### src/logic/hbl_regs.svh
`ifndef HBL_REGS_SVH
`define HBL_REGS_SVH

// Host address decode points
`define HBL_OFS_DATA_WINDOW  6'h10
`define HBL_OFS_UNUSED       6'h11
`define HBL_OFS_LOW_ONLY     6'h1E
`define HBL_OFS_RESET        6'h1F
`define HBL_OFS_CSR_LAST     6'h1F
// Register file geometry
`define HBL_CSR_DEPTH        32
`define HBL_CSR_AW           5
// Reset value of the byte registers
`define HBL_CSR_RST          8'h00
// Zero lane value
`define HBL_LANE_ZERO        8'h00
// Zero word and zero address
`define HBL_WORD_ZERO        16'h0000
`define HBL_ADDR_ZERO        6'h00
// Synchroniser reset: strobes and select idle high, all else low
`define HBL_SYNC_IDLE        27'h0070000
// Strap settle shifter, empty after reset
`define HBL_FILL_EMPTY       2'b00

`endif

### src/logic/hbl_pkg.sv
package hbl_pkg;

   // Strap-selected host bus setting
   typedef enum logic [2:0]
   {
      HBL_MODE_ISA  = 3'b001,
      HBL_MODE_STEER = 3'b010,
      HBL_MODE_MCU  = 3'b100
   } hbl_mode_e;

   // Host access state
   typedef enum logic [1:0]
   {
      HBL_ST_IDLE = 2'b01,
      HBL_ST_BUSY = 2'b10
   } hbl_state_e;

endpackage

### src/logic/hbl_host_port.sv
`timescale 1ns/1ps
`include "hbl_regs.svh"

// ----------------------------------------------------------------------
// ----------------------------------------------------------------------
module hbl_host_port
   import hbl_pkg::*;
(
   // Clock and reset
   input  wire logic        clk_i,
   input  wire logic        rst_b_i,
   // Strap pins
   input  wire logic        eeprom_select_strap_i,
   input  wire logic        eeprom_clock_strap_i,
   // Host bus pins
   input  wire logic [5:0]  host_addr_i,
   input  wire logic        host_cs_b_i,
   input  wire logic        host_rd_b_i,
   input  wire logic        host_wr_b_i,
   input  wire logic [15:0] host_data_lines_i,
   output logic      [15:0] host_data_lines_o,
   output logic             host_data_lines_oe_b_o,
   // Packet data window
   output logic             pdw_rd_o,
   output logic             pdw_wr_o,
   output logic      [15:0] pdw_wdata_o,
   input  wire logic [15:0] pdw_rdata_i,
   // Status and reset request
   output hbl_mode_e        bus_mode_o,
   output logic             ctrl_reset_o
);

   // -------------------------------------------------------------------
   // Pin synchronisers
   // -------------------------------------------------------------------
   logic [26:0] sync1_r;
   logic [26:0] sync2_r;
   logic        s_sel;
   logic        s_clk;
   logic [5:0]  s_addr;
   logic        s_cs_b;
   logic        s_rd_b;
   logic        s_wr_b;
   logic [15:0] s_data;
   logic        s_rd;
   logic        s_wr;

   // Two stages; the first is read by the second only
   always_ff @(posedge clk_i or negedge rst_b_i)
   begin
      if (!rst_b_i)
      begin
         sync1_r <= `HBL_SYNC_IDLE;
         sync2_r <= `HBL_SYNC_IDLE;
      end
      else
      begin
         sync1_r <= {eeprom_select_strap_i, eeprom_clock_strap_i, host_addr_i,
                     host_cs_b_i, host_rd_b_i, host_wr_b_i, host_data_lines_i};
         sync2_r <= sync1_r;
      end
   end

   // Field split in the same order as the capture above
   assign {s_sel, s_clk, s_addr, s_cs_b, s_rd_b, s_wr_b, s_data} = sync2_r;
   assign s_rd = !s_cs_b && !s_rd_b;
   assign s_wr = !s_cs_b && !s_wr_b;

   // -------------------------------------------------------------------
   // Strap capture
   // -------------------------------------------------------------------
   hbl_mode_e  mode_r;
   hbl_mode_e  mode_nxt;
   logic       strap_done_r;
   logic       strap_done_nxt;
   logic [1:0] fill_r;
   logic [1:0] fill_nxt;

   // Decode once the synchronisers hold real pin levels; an earlier
   // capture would see the reset fill and always pick the ISA setting
   always_comb
   begin
      mode_nxt       = mode_r;
      fill_nxt       = {fill_r[0], 1'b1};
      strap_done_nxt = strap_done_r || fill_r[1];
      if (!strap_done_r && fill_r[1])
      begin
         if (s_sel && s_clk)
            mode_nxt = HBL_MODE_MCU;
         else if (s_clk)
            mode_nxt = HBL_MODE_STEER;
         else
            mode_nxt = HBL_MODE_ISA;
      end
   end

   // Setting held until next reset
   always_ff @(posedge clk_i or negedge rst_b_i)
   begin
      if (!rst_b_i)
      begin
         mode_r       <= HBL_MODE_ISA;
         strap_done_r <= 1'b0;
         fill_r       <= `HBL_FILL_EMPTY;
      end
      else
      begin
         mode_r       <= mode_nxt;
         strap_done_r <= strap_done_nxt;
         fill_r       <= fill_nxt;
      end
   end

   assign bus_mode_o = mode_r;

   // -------------------------------------------------------------------
   // Access sequencer
   // -------------------------------------------------------------------
   hbl_state_e st_r;
   hbl_state_e st_nxt;
   logic       start_rd;
   logic       start_wr;
   logic       steer;
   logic       in_csr;

   assign steer  = (mode_r == HBL_MODE_STEER);
   assign in_csr = (s_addr <= `HBL_OFS_CSR_LAST)
                   && (s_addr != `HBL_OFS_DATA_WINDOW)
                   && (s_addr != `HBL_OFS_UNUSED);
   assign start_rd = strap_done_r && (st_r == HBL_ST_IDLE) && s_rd;
   assign start_wr = strap_done_r && (st_r == HBL_ST_IDLE) && s_wr && !s_rd;

   // One action per strobe; wait for strobe release
   always_comb
   begin
      case (st_r)
         HBL_ST_IDLE: st_nxt = (start_rd || start_wr) ? HBL_ST_BUSY
                                                      : HBL_ST_IDLE;
         HBL_ST_BUSY: st_nxt = (s_rd || s_wr) ? HBL_ST_BUSY : HBL_ST_IDLE;
         default:     st_nxt = HBL_ST_IDLE;
      endcase
   end

   always_ff @(posedge clk_i or negedge rst_b_i)
   begin
      if (!rst_b_i)
         st_r <= HBL_ST_IDLE;
      else
         st_r <= st_nxt;
   end

   // -------------------------------------------------------------------
   // Register file write steering
   // -------------------------------------------------------------------
   logic       wr_en;
   logic [7:0] wr_byte;
   logic [4:0] rd_lo_addr;
   logic [4:0] rd_hi_addr;
   logic [7:0] csr_lo;
   logic [7:0] csr_hi;

   assign wr_en = start_wr && in_csr;
   // Odd steered write uses high lane, all else the low lane
   assign wr_byte = (steer && s_addr[0]) ? s_data[15:8]
                                         : s_data[7:0];

   // Even pair address for steered odd reads; same offset for ISA odd
   assign rd_lo_addr = (s_addr[0] && !steer) ? s_addr[4:0]
                                             : {s_addr[4:1], 1'b0};
   assign rd_hi_addr = {s_addr[4:1], 1'b1};

   hbl_csr_mem u_csr
   (
      .clk_i        (clk_i),
      .rst_b_i      (rst_b_i),
      .wr_en_i      (wr_en),
      .wr_addr_i    (s_addr[4:0]),
      .wr_data_i    (wr_byte),
      .rd_addr_lo_i (rd_lo_addr),
      .rd_addr_hi_i (rd_hi_addr),
      .rd_data_lo_o (csr_lo),
      .rd_data_hi_o (csr_hi)
   );

   // -------------------------------------------------------------------
   // Read lane steering, data window and reset
   // -------------------------------------------------------------------
   logic [5:0]  raddr_r;
   logic [15:0] dout_nxt;
   logic [15:0] dout_r;
   logic        is_win;

   assign is_win = (s_addr == `HBL_OFS_DATA_WINDOW);

   // Remember the read address for the cycle the memory data appears
   always_ff @(posedge clk_i or negedge rst_b_i)
   begin
      if (!rst_b_i)
         raddr_r <= `HBL_ADDR_ZERO;
      else if (st_r == HBL_ST_IDLE)
         raddr_r <= s_addr;
   end

   always_comb
   begin
      if (raddr_r == `HBL_OFS_DATA_WINDOW)
         dout_nxt = pdw_rdata_i;
      else if (raddr_r == `HBL_OFS_LOW_ONLY)
         dout_nxt = {`HBL_LANE_ZERO, csr_lo};
      else if (raddr_r == `HBL_OFS_UNUSED || raddr_r > `HBL_OFS_CSR_LAST)
         dout_nxt = `HBL_WORD_ZERO;
      else
         dout_nxt = {csr_hi, csr_lo};
   end

   // Data reloaded every cycle while the read strobe stays asserted
   always_ff @(posedge clk_i or negedge rst_b_i)
   begin
      if (!rst_b_i)
         dout_r <= `HBL_WORD_ZERO;
      else if (st_r == HBL_ST_BUSY && s_rd)
         dout_r <= dout_nxt;
   end

   assign host_data_lines_o      = dout_r;
   // Driven only while a selected read is in flight
   assign host_data_lines_oe_b_o = !(st_r == HBL_ST_BUSY && s_rd);

   // Window strobes: one pulse per access
   always_ff @(posedge clk_i or negedge rst_b_i)
   begin
      if (!rst_b_i)
      begin
         pdw_rd_o     <= 1'b0;
         pdw_wr_o     <= 1'b0;
         pdw_wdata_o  <= `HBL_WORD_ZERO;
         ctrl_reset_o <= 1'b0;
      end
      else
      begin
         pdw_rd_o     <= start_rd && is_win;
         pdw_wr_o     <= start_wr && is_win;
         pdw_wdata_o  <= s_data;
         ctrl_reset_o <= start_rd && (s_addr == `HBL_OFS_RESET);
      end
   end
endmodule

### src/logic/hbl_csr_mem.sv
`timescale 1ns/1ps
`include "hbl_regs.svh"

// Byte register file, two read ports (even/odd lane), registered read data
module hbl_csr_mem
(
   // Clock and reset
   input  wire logic       clk_i,
   input  wire logic       rst_b_i,
   // Write port
   input  wire logic       wr_en_i,
   input  wire logic [4:0] wr_addr_i,
   input  wire logic [7:0] wr_data_i,
   // Read ports
   input  wire logic [4:0] rd_addr_lo_i,
   input  wire logic [4:0] rd_addr_hi_i,
   output logic      [7:0] rd_data_lo_o,
   output logic      [7:0] rd_data_hi_o
);

   logic [7:0] mem_r [`HBL_CSR_DEPTH];
   logic [7:0] rd_lo_nxt;
   logic [7:0] rd_hi_nxt;

   // Read lookup
   always_comb
   begin
      rd_lo_nxt = mem_r[rd_addr_lo_i];
      rd_hi_nxt = mem_r[rd_addr_hi_i];
   end

   // One always block per entry keeps reset and write uniform
   for (genvar g = 0; g < `HBL_CSR_DEPTH; g++)
   begin : g_ent
      always_ff @(posedge clk_i or negedge rst_b_i)
      begin
         if (!rst_b_i)
            mem_r[g] <= `HBL_CSR_RST;
         else if (wr_en_i && wr_addr_i == 5'(g))
            mem_r[g] <= wr_data_i;
      end
   end

   // Registered read data
   always_ff @(posedge clk_i or negedge rst_b_i)
   begin
      if (!rst_b_i)
      begin
         rd_data_lo_o <= `HBL_LANE_ZERO;
         rd_data_hi_o <= `HBL_LANE_ZERO;
      end
      else
      begin
         rd_data_lo_o <= rd_lo_nxt;
         rd_data_hi_o <= rd_hi_nxt;
      end
   end

endmodule

### config.mk
export PLATFORM = sky130hd
export DESIGN_NAME = hbl_host_port
export DESIGN_NICKNAME = d
export VERILOG_FILES = /design/src/logic/hbl_pkg.sv /design/src/logic/hbl_host_port.sv /design/src/logic/hbl_csr_mem.sv
export VERILOG_INCLUDE_DIRS = /design/src /design/src/logic
export SDC_FILE = /design/constraint.sdc
export NUM_CORES = 1
export LEC_CHECK = 0
export ABC_AREA = 0
export BUFFER_PORTS_ARGS = -buffer_cell sky130_fd_sc_hd__buf_2
export CORE_MARGIN = 2
export CORE_UTILIZATION = 39
export DETAILED_ROUTE_END_ITERATION = 6
export GPL_TIMING_DRIVEN = 0
export PLACE_DENSITY_LB_ADDON = 0.08
export SETUP_SLACK_MARGIN = 0.15
export SYNTH_ARGS = -nofsm -noshare
export SYNTH_HDL_FRONTEND = slang
export SYNTH_HIERARCHICAL = 1
export SYNTH_SLANG_ARGS = --single-unit
### constraint.sdc
create_clock -name clk_i -period 6.5 [get_ports clk_i]
set_input_delay 0.65 -clock clk_i [delete_from_list [all_inputs] [get_ports clk_i]]
set_output_delay 0.65 -clock clk_i [all_outputs]
set_load 0.01 [all_outputs]
[After elaboration in Yosys (flattened, before gate mapping)]
Cells that the tools add are included.
Cells by class
  magnitude comparators: 4
  eq/ne operators: 41
  muxes and demuxes: 16
  bitwise operators: 2
  reduce and logical (&&, ||, !) cells: 61
Operator list (number)
  $bmux 8 s5: 2
  $eq 5x5->1 const B: 16
  $logic_and 1x1->1: 49
  $mux 16: 3
  $eq 5x4->1 const B: 8
  $mux 8: 5
  $eq 6x5->1 const B: 5
  $eq 5x3->1 const B: 4
  $ge 6x6->1 const B: 2
  $ne 6x5->1 const B: 2
  $not 5->6: 2
  $eq 5x2->1 const B: 2
  $logic_not 1->1: 7
  $gt 6x5->1 const B: 1
  $le 6x5->1 const B: 1
  $mux 2: 3
  $eq 5x1->1 const B: 1
  $logic_not 5->1: 1
  $logic_or 1x1->1: 4
  $pmux 2 s2: 1
  $eq 3x2->1 const B: 1
  $mux 3: 1
  $eq 2x1->1 const B: 1
  $eq 2x2->1 const B: 1
  $mux 1: 1
Storage, ports and cells
  register bits: 375
  logic and storage cells: 170

[Longest topological paths before layout]
Gate-level depths: netlist of run 1.
  depth in word-level cells: 8
  mapped depth: 9

[Hierarchy]
The synthesis of run 1 kept the hierarchy.
Modules (own cells, without submodules)
  hbl_csr_mem: instances 1, cells each 827, area each 14101.0 µm², seq. area each 6806.5 µm²
  hbl_host_port: instances 1, cells each 237, area each 3414.5 µm², seq. area each 2587.5 µm²

[Least setup slack after synthesis of run 1]
OpenSTA, ideal clock, no wires.
  path type: flip-flop to flip-flop
  from: register st_r[0]
  to: register u_csr/mem_r[160] (netlist bit)
  library setup time: 125 ps
  data arrival time: 2794 ps
  path slack: 3581 ps
  cell stages (with the launch flop): 9
  path buffers: 2
  period minus slack after synthesis: 2919 ps
  path through: dfstp_2 -> ha_1 -> clkbuf_1 -> nand4_1 -> a211oi_1 -> nor4bb_1 -> nor2b_1 -> buf_2 -> mux2_2
Between the ends
  cells in the longest elaborated chain, start to end: 6
RTL lines
  from (decl): line hbl_host_port.sv:119  | hbl_state_e st_r;
  from (signal assigned): line hbl_host_port.sv:149  | st_r <= st_nxt;
  $eq 2x1->1: line hbl_host_port.sv:131  | assign start_wr = strap_done_r && (st_r == HBL_ST_IDLE) && s_wr && !s_rd;
  $logic_and 1x1->1 (3 in series): line hbl_host_port.sv:131
  $logic_and 1x1->1: line hbl_host_port.sv:162  | assign wr_en = start_wr && in_csr;
  net wr_en: line hbl_host_port.sv:155  | logic wr_en;
  $logic_and 1x1->1: line hbl_csr_mem.sv:39  | else if (wr_en_i && wr_addr_i == 5'(g))
  to (signal, indexed assignment): line hbl_csr_mem.sv:38  | mem_r[g] <= `HBL_CSR_RST;
  to (signal, indexed assignment): line hbl_csr_mem.sv:40  | mem_r[g] <= wr_data_i;
  to (decl): line hbl_csr_mem.sv:21  | logic [7:0] mem_r [`HBL_CSR_DEPTH];
The timed path passes the listed nets, and every way through them passes these cells.
A chain may end at the register's enable or synchronous reset.

[Worst setup path after layout of run 1]
  from: register st_r[0]
  to: register u_csr/mem_r[7] (netlist bit)
Same word-level chain as after synthesis.

==> run metrics, run 1 <==
peak supply drop 0.192 mV; number of hold buffers added after CTS 0; number of failing setup endpoints in the final timing report 0; maximum frequency from static timing analysis 0.220 GHz; critical path data required time 6950 ps; number of vias after detailed routing 10300; worst setup slack for register-to-register paths 1950 ps; Max clock buf depth 3; clock sinks 375; largest fanout on the critical path 10; number of unique standard cell types used by synthesis 40; mean post-synth cell area 16.5 sq um; Post-DP HPWL 35.8 mm; WL final 51.5 mm; global-route wire length before repair 76.1 mm; final core utilization 0.456; relative max-transition margin 0.0389; run status finished clean; non-filler instance count after layout 1822; yosys synthesis warning count 6; root buffer cell sky130_fd_sc_hd__clkbuf_16; total of fill cells in the finished design 3941; final number of max-transition violations 0; static leakage power 9.07 nW; # Max-Cap Violations 0; clock network latency to the later pin of the worst-skew pair 570 ps; total standard cell area after synthesis 17500 sq um; remaining global-route overflow 0; share of synthesized flip-flops with an asynchronous set or reset 1.00; power density normalized to cell area 289 nW/um^2; Placer Congestion 0.828; effective utilization at floorplan 0.395; min Tclk post-route 4550 ps; Die Outline Area 46600 sq um; Hold WC Path Type input pin to async pin; number of buffers inserted during clock tree synthesis 43; CTS tree done; number of H-tree levels 2; layout cells sized above 1 0.520; antenna violation net count after detailed routing 0; final-layout worst hold slack 47.5 ps; number of synthesized flops with an enable pin 0; number of input and output port buffers inserted 83; net count of the finished layout 1243; area delta synth->final 15.3%; wire per inst 28.2 um; number of placed I/O pins 84; unrepaired setup endpoints after global routing no; TritonRoute pass-1 iters 5; placeable core region 44300 sq um; count of endpoints failing hold in the final timing report 0; GRT Util Overall 0.229; kind of capture point of the worst setup path register; most used cells in the layout excluding fill and tap cells sky130_fd_sc_hd__dfrtp_1, sky130_fd_sc_hd__mux2_2, sky130_fd_sc_hd__mux4_2, sky130_fd_sc_hd__buf_2, sky130_fd_sc_hd__clkbuf_1; period utilization 0.699; number of register bits inferred by synthesis 375; Die Span X 216 um; number of DRC violations after detailed-routing iteration 0 813; most common flop cell mapped by yosys sky130_fd_sc_hd__dfrtp_1; most frequent standard cell in the layout excluding fill and tap cells sky130_fd_sc_hd__dfrtp_1; die outline height 216 um; floorplan row count 77; CTS clk-pin slew, worst paths 60 ps; number of antenna violations at the first check in global routing 3; buffer count from post-CTS setup fixing 0; transition time at the pin with the least slew margin 1440 ps; dpl cells 1743; via count normalized by instance count 5.66; gate count of the mapped netlist 1064; CP startpoint kind register; CP Class register to register; signal arrival time at the worst endpoint 5000 ps; cts repair resizes 0; number of DRC violations after detailed routing 0; share of the yosys chip area belonging to registers 0.536; via count of the first global-routing pass 10800; pin count of the biggest net entering global routing 107; Clock Skew 21.8 ps
synth_stat cells, types with 2 or more instances:
cell type	n	area share
sky130_fd_sc_hd__a21oi_1	2	0.00057
sky130_fd_sc_hd__a31oi_1	16	0.0057
sky130_fd_sc_hd__and3_1	2	0.00071
sky130_fd_sc_hd__buf_1	14	0.0030
sky130_fd_sc_hd__buf_2	8	0.0023
sky130_fd_sc_hd__buf_4	12	0.0051
sky130_fd_sc_hd__buf_6	3	0.0019
sky130_fd_sc_hd__clkbuf_1	49	0.011
sky130_fd_sc_hd__dfrtp_1	367	0.52
sky130_fd_sc_hd__dfstp_2	8	0.012
sky130_fd_sc_hd__ha_1	2	0.0014
sky130_fd_sc_hd__inv_1	4	0.00086
sky130_fd_sc_hd__mux2_2	285	0.18
sky130_fd_sc_hd__mux4_2	160	0.21
sky130_fd_sc_hd__nand2_1	17	0.0036
sky130_fd_sc_hd__nand2b_1	9	0.0032
sky130_fd_sc_hd__nand3_1	25	0.0071
sky130_fd_sc_hd__nand4_1	4	0.0014
sky130_fd_sc_hd__nand4b_1	3	0.0015
sky130_fd_sc_hd__nor2_1	35	0.0075
sky130_fd_sc_hd__nor2b_1	5	0.0018
sky130_fd_sc_hd__nor3_1	3	0.00086
sky130_fd_sc_hd__nor3b_2	3	0.0021
sky130_fd_sc_hd__nor4bb_1	2	0.0011
sky130_fd_sc_hd__o2111ai_1	8	0.0040
sky130_fd_sc_hd__o21ai_0	4	0.0011
cell families (layout without fill, tap and decap cells):
family	after synthesis	count (layout)	synth area share
and+or+nand+nor	116	116	0.0360
DFF	375	375	0.536
muxes	445	445	0.389
buffers and inverters	91	255	0.0239
adders and majority gates	2	2	0.00143
other	1	3	0.000214
AOI/OAI and AO/OA	34	34	0.0131
layer usage:
| layer | vias up | track usage | part of all wire |
|---|---|---|---|
| met3 | 89 | 0.0340 | 0.039 |
| met4 | 0 | 0.0909 | 0.038 |
| met1 | 5578 | 0.307 | 0.43 |
| li1 | 4376 | - | - |
| met2 | 265 | 0.376 | 0.49 |
| met5 | - | 0 | 0 |
critical path, stage by stage (launching register included):
cell	delay, ps
sky130_fd_sc_hd__dfstp_2	520
sky130_fd_sc_hd__ha_1	170
sky130_fd_sc_hd__clkbuf_1	380
sky130_fd_sc_hd__nand4_1	240
sky130_fd_sc_hd__a211oi_1	980
sky130_fd_sc_hd__nand4_1	490
sky130_fd_sc_hd__nor2_1	1210
sky130_fd_sc_hd__mux2_2	430
stage by stage:
stage          TNS [ps]  worst slack, ps  power (mW)  cell area [sq um]
2_1_floorplan         0             3580        3.12              17500
3_3_place_gp   -1010830            -2790        3.42              18700
3_5_place_dp          0             2110        3.44              18800
4_1_cts               0             2080        5.92              20200
5_1_grt               0             1690        6.11              20200
6_report              0             1950        5.84              20200
flip-flops by register name, indices dropped and copies added, names as in the netlist:
name                flops
bus_mode_o              3
ctrl_reset_o            1
fill_r                  2
host_data_lines_o      16
pdw_rd_o                1
pdw_wdata_o            16
pdw_wr_o                1
raddr_r                 6
st_r                    2
strap_done_r            1
sync1_r                27
sync2_r                27
u_csr/mem_r           256
u_csr/rd_data_hi_o      8
u_csr/rd_data_lo_o      8
final cells by class:
type	count	area, sq um	share of cell area
multi-input cells	599	7710	0.382
well taps	592	741	0.0367
clock inverters	17	184	0.00911
inverters	5	18.8	0.000929
diodes	1	2.50	0.000124
repair buffers	86	508	0.0251
flip-flops and latches	375	9390	0.465
plain buffers	86	400	0.0198
clock buffers	61	1240	0.0616
where the power goes:
part           switching (mW)  leakage (nW)  internal (mW)
Clock                   0.986         0.704           1.46
Combinational           0.428          3.41          0.332
Sequential              0.115          4.96           2.52
Total                    1.53          9.07           4.31
worst paths after layout:
kind | startpoint | endpoint | cells past startpoint
worst max-delay path | st_r[0]$_DFF_PN1_ | u_csr/mem_r[7]$_DFFE_PN0P_ | 7
worst min-delay path | rst_b_i | sync1_r[19]$_DFF_PN0_ | 1
worst max register to register | st_r[0]$_DFF_PN1_ | u_csr/mem_r[7]$_DFFE_PN0P_ | 7
worst min register to register | sync1_r[12]$_DFF_PN0_ | sync2_r[12]$_DFF_PN0_ | 0
max in group asynchronous | rst_b_i | u_csr/mem_r[88]$_DFFE_PN0P_ | 3
min in group clk_i | host_rd_b_i | sync1_r[17]$_DFF_PN1_ | 1
(Power assumes the default switching activity.)
==> inputs of run 2 (changes only) <==
==> constraint.sdc (replaced) <==
create_clock -name clk_i -period 4 [get_ports clk_i]
set_input_delay 0.4 -clock clk_i [delete_from_list [all_inputs] [get_ports clk_i]]
set_output_delay 0.4 -clock clk_i [all_outputs]
set_load 0.01 [all_outputs]
==> run metrics, run 2 (synthesis results as in run 1) <==
run status finished clean; CTS clk-pin slew, worst paths 60 ps (about the same); transition time at the pin with the least slew margin 1090 ps (-342 ps); clock network latency to the later pin of the worst-skew pair 570 ps (about the same); antenna violation net count after detailed routing 0 (unchanged); dpl cells 1743 (unchanged); relative max-transition margin 0.267 (+0.228); layout cells sized above 1 0.517 (-0.00283); most used cells in the layout excluding fill and tap cells sky130_fd_sc_hd__dfrtp_1, sky130_fd_sc_hd__mux2_2, sky130_fd_sc_hd__mux4_2, sky130_fd_sc_hd__buf_2, sky130_fd_sc_hd__clkbuf_1; worst setup slack for register-to-register paths 330 ps (-1620 ps); net count of the finished layout 1271 (+2.3%); area taken by multi-input logic gates 7770 sq um (+0.83%); root buffer cell sky130_fd_sc_hd__clkbuf_16; Hold Path Stages 3; period utilization 0.918 (+0.218); global-route wire length before repair 76.7 mm (+0.76%); CP startpoint kind register; signal arrival time at the worst endpoint 4130 ps (-870 ps); peak supply drop 0.311 mV (+62%); buffer count from post-CTS setup fixing 0 (unchanged); effective utilization at floorplan 0.395 (unchanged); most frequent standard cell in the layout excluding fill and tap cells sky130_fd_sc_hd__dfrtp_1; kind of capture point of the worst setup path register; maximum frequency from static timing analysis 0.272 GHz (+24%); worst setup timing slack at the placement stage -393 ps (-2500 ps); number of input and output port buffers inserted 83 (unchanged); number of DRC violations after detailed routing 0 (unchanged); number of antenna violations at the first check in global routing 3 (unchanged); # Max-Cap Violations 0 (unchanged); final-layout worst hold slack 102 ps (+54.7 ps); unrepaired setup endpoints after global routing yes; non-filler instance count after layout 1850 (+1.5%); Max clock buf depth 3 (unchanged); placeable core region 44300 sq um (unchanged); WL final 51.8 mm (+0.65%); remaining global-route overflow 0 (unchanged); number of placed I/O pins 84 (unchanged); RR Endpoint u_csr/mem_r[140]$_DFFE_PN0P_; Die Span X 216 um (unchanged); flip-flop count of the largest register, all copies and words added 256 (unchanged); critical path data required time 4450 ps (-2500 ps); via count normalized by instance count 5.62 (-0.62%); Biggest register u_csr/mem_r; count of endpoints failing hold in the final timing report 0 (unchanged); wire per inst 28.0 um (-0.88%); total of fill cells in the finished design 3902 (-0.99%); die outline height 216 um (unchanged); startpoint of the worst hold path pdw_rdata_i[11]; min Tclk post-route 3670 ps (-875 ps); power density normalized to cell area 463 nW/um^2 (+60%); final worst slack 329 ps (-1620 ps); clock sinks 375 (unchanged); CP Class register to register; Post-Place Cell Area 18800 sq um (unchanged); TritonRoute pass-1 iters 5 (unchanged); via count of the first global-routing pass 11000 (+1.2%); CTS tree done; largest registers u_csr/mem_r x256, sync1_r x27, sync2_r x27; number of buffers inserted during clock tree synthesis 43 (unchanged); Worst Hold Path EP host_data_lines_o[11]$_DFFE_PN0P_; GRT Util Overall 0.230 (+0.00106); area delta synth->final 17.3%; Post-DP HPWL 35.8 mm (unchanged); number of failing setup endpoints in the final timing report 0 (unchanged); final number of max-transition violations 0 (unchanged); post-layout instance area 20500 sq um (+1.7%); area taken by flip-flops and latches 9390 sq um (unchanged); Die Outline Area 46600 sq um (unchanged); number of DRC violations after detailed-routing iteration 0 782 (-3.8%); largest fanout on the critical path 10 (unchanged); Placer Congestion 0.828 (unchanged); number of H-tree levels 2 (unchanged); Clock Skew 18.7 ps (-3.09 ps); launch point of the worst reg-to-reg path st_r[0]$_DFF_PN1_; number of vias after detailed routing 10400 (+0.91%); floorplan row count 77 (unchanged); Hold WC Path Type input pin to register; static leakage power 9.19 nW (+1.3%); pin count of the biggest net entering global routing 107 (unchanged); Worst Reg2Reg Path Length in Cells 7 (unchanged)
==> run 2: cell count changes in the layout (fill, tap and decap cells not counted), moves of 4 or more <==
cell and change:
sky130_fd_sc_hd__nor2_1 -10, sky130_fd_sc_hd__nor2_4 +4, sky130_fd_sc_hd__nor2_2 +6, sky130_fd_sc_hd__dlygate4sd3_1 +28
==> run 2: how the worst max path moves through the flow <==
| stage | from | to | slack (ps) | depth (start not counted) |
|---|---|---|---|---|
| 2_1_floorplan | st_r[0]$_DFF_PN1_ | u_csr/mem_r[160]$_DFFE_PN0P_ | 1080 | 8 |
| 5_1_grt | st_r[0]$_DFF_PN1_ | u_csr/mem_r[175]$_DFFE_PN0P_ | 100 | 7 |
| 4_1_cts | st_r[0]$_DFF_PN1_ | u_csr/mem_r[32]$_DFFE_PN0P_ | 250 | 7 |
| 6_report | st_r[0]$_DFF_PN1_ | u_csr/mem_r[140]$_DFFE_PN0P_ | 330 | 7 |
| 3_3_place_gp | rst_b_i | u_csr/mem_r[187]$_DFFE_PN0P_ | -5040 | 1 |
| 3_5_place_dp | st_r[0]$_DFF_PN1_ | u_csr/mem_r[2]$_DFFE_PN0P_ | -390 | 7 |
==> run 2: area by class of cell <==
cell class | instances | area share
Tap cell | 592 | 0.0361
Antenna cell | 1 | 0.000122
Multi-Input combinational cell | 599 | 0.378
Clock buffer | 61 | 0.0606
Inverter | 5 | 0.000914
Buffer | 86 | 0.0195
Timing Repair Buffer | 114 | 0.0384
Sequential cell | 375 | 0.457
Clock inverter | 17 | 0.00895
==> run 2: what timing repair did <==
action | in CTS | in global routing
pin swaps | 0 | 0
hold endpoints to repair | 108 | 0
gates resized for setup | 12 | 5
hold buffers | 28 | 0
setup endpoints to repair | 146 | 120
==> run 2: power breakdown <==
part	switching, mW	internal [mW]
sequential	0.188	4.09
clock	1.60	2.37
combinational	0.701	0.558
total	2.49	7.02
==> run 2: critical path: stages, from the launching register on <==
cell	delay, ps
sky130_fd_sc_hd__dfstp_2	520
sky130_fd_sc_hd__ha_1	170
sky130_fd_sc_hd__clkbuf_1	380
sky130_fd_sc_hd__nand4_1	290
sky130_fd_sc_hd__a211oi_4	520
sky130_fd_sc_hd__nand4b_1	290
sky130_fd_sc_hd__nor3b_2	960
sky130_fd_sc_hd__mux2_2	420
==> run 2: stage by stage <==
step | utilization | TNS (ps) | total power [mW]
2_1_floorplan | - | 0 | 5.07
5_1_grt | 0.463 | 0 | 9.95
6_report | 0.464 | 0 | 9.51
4_1_cts | 0.463 | 0 | 9.64
3_5_place_dp | 0.423 | -16850 | 5.59
3_3_place_gp | 0.421 | -1871010 | 5.56
==> run 2: layer usage <==
metal,vias to the layer above,global-route usage,share of wire,wire length (um)
li1,4421,-,-,-
met1,5631,0.308,0.43,22200
met2,267,0.382,0.49,25600
met3,83,0.0340,0.042,2180
met4,0,0.0836,0.034,1780
met5,-,0,0,0
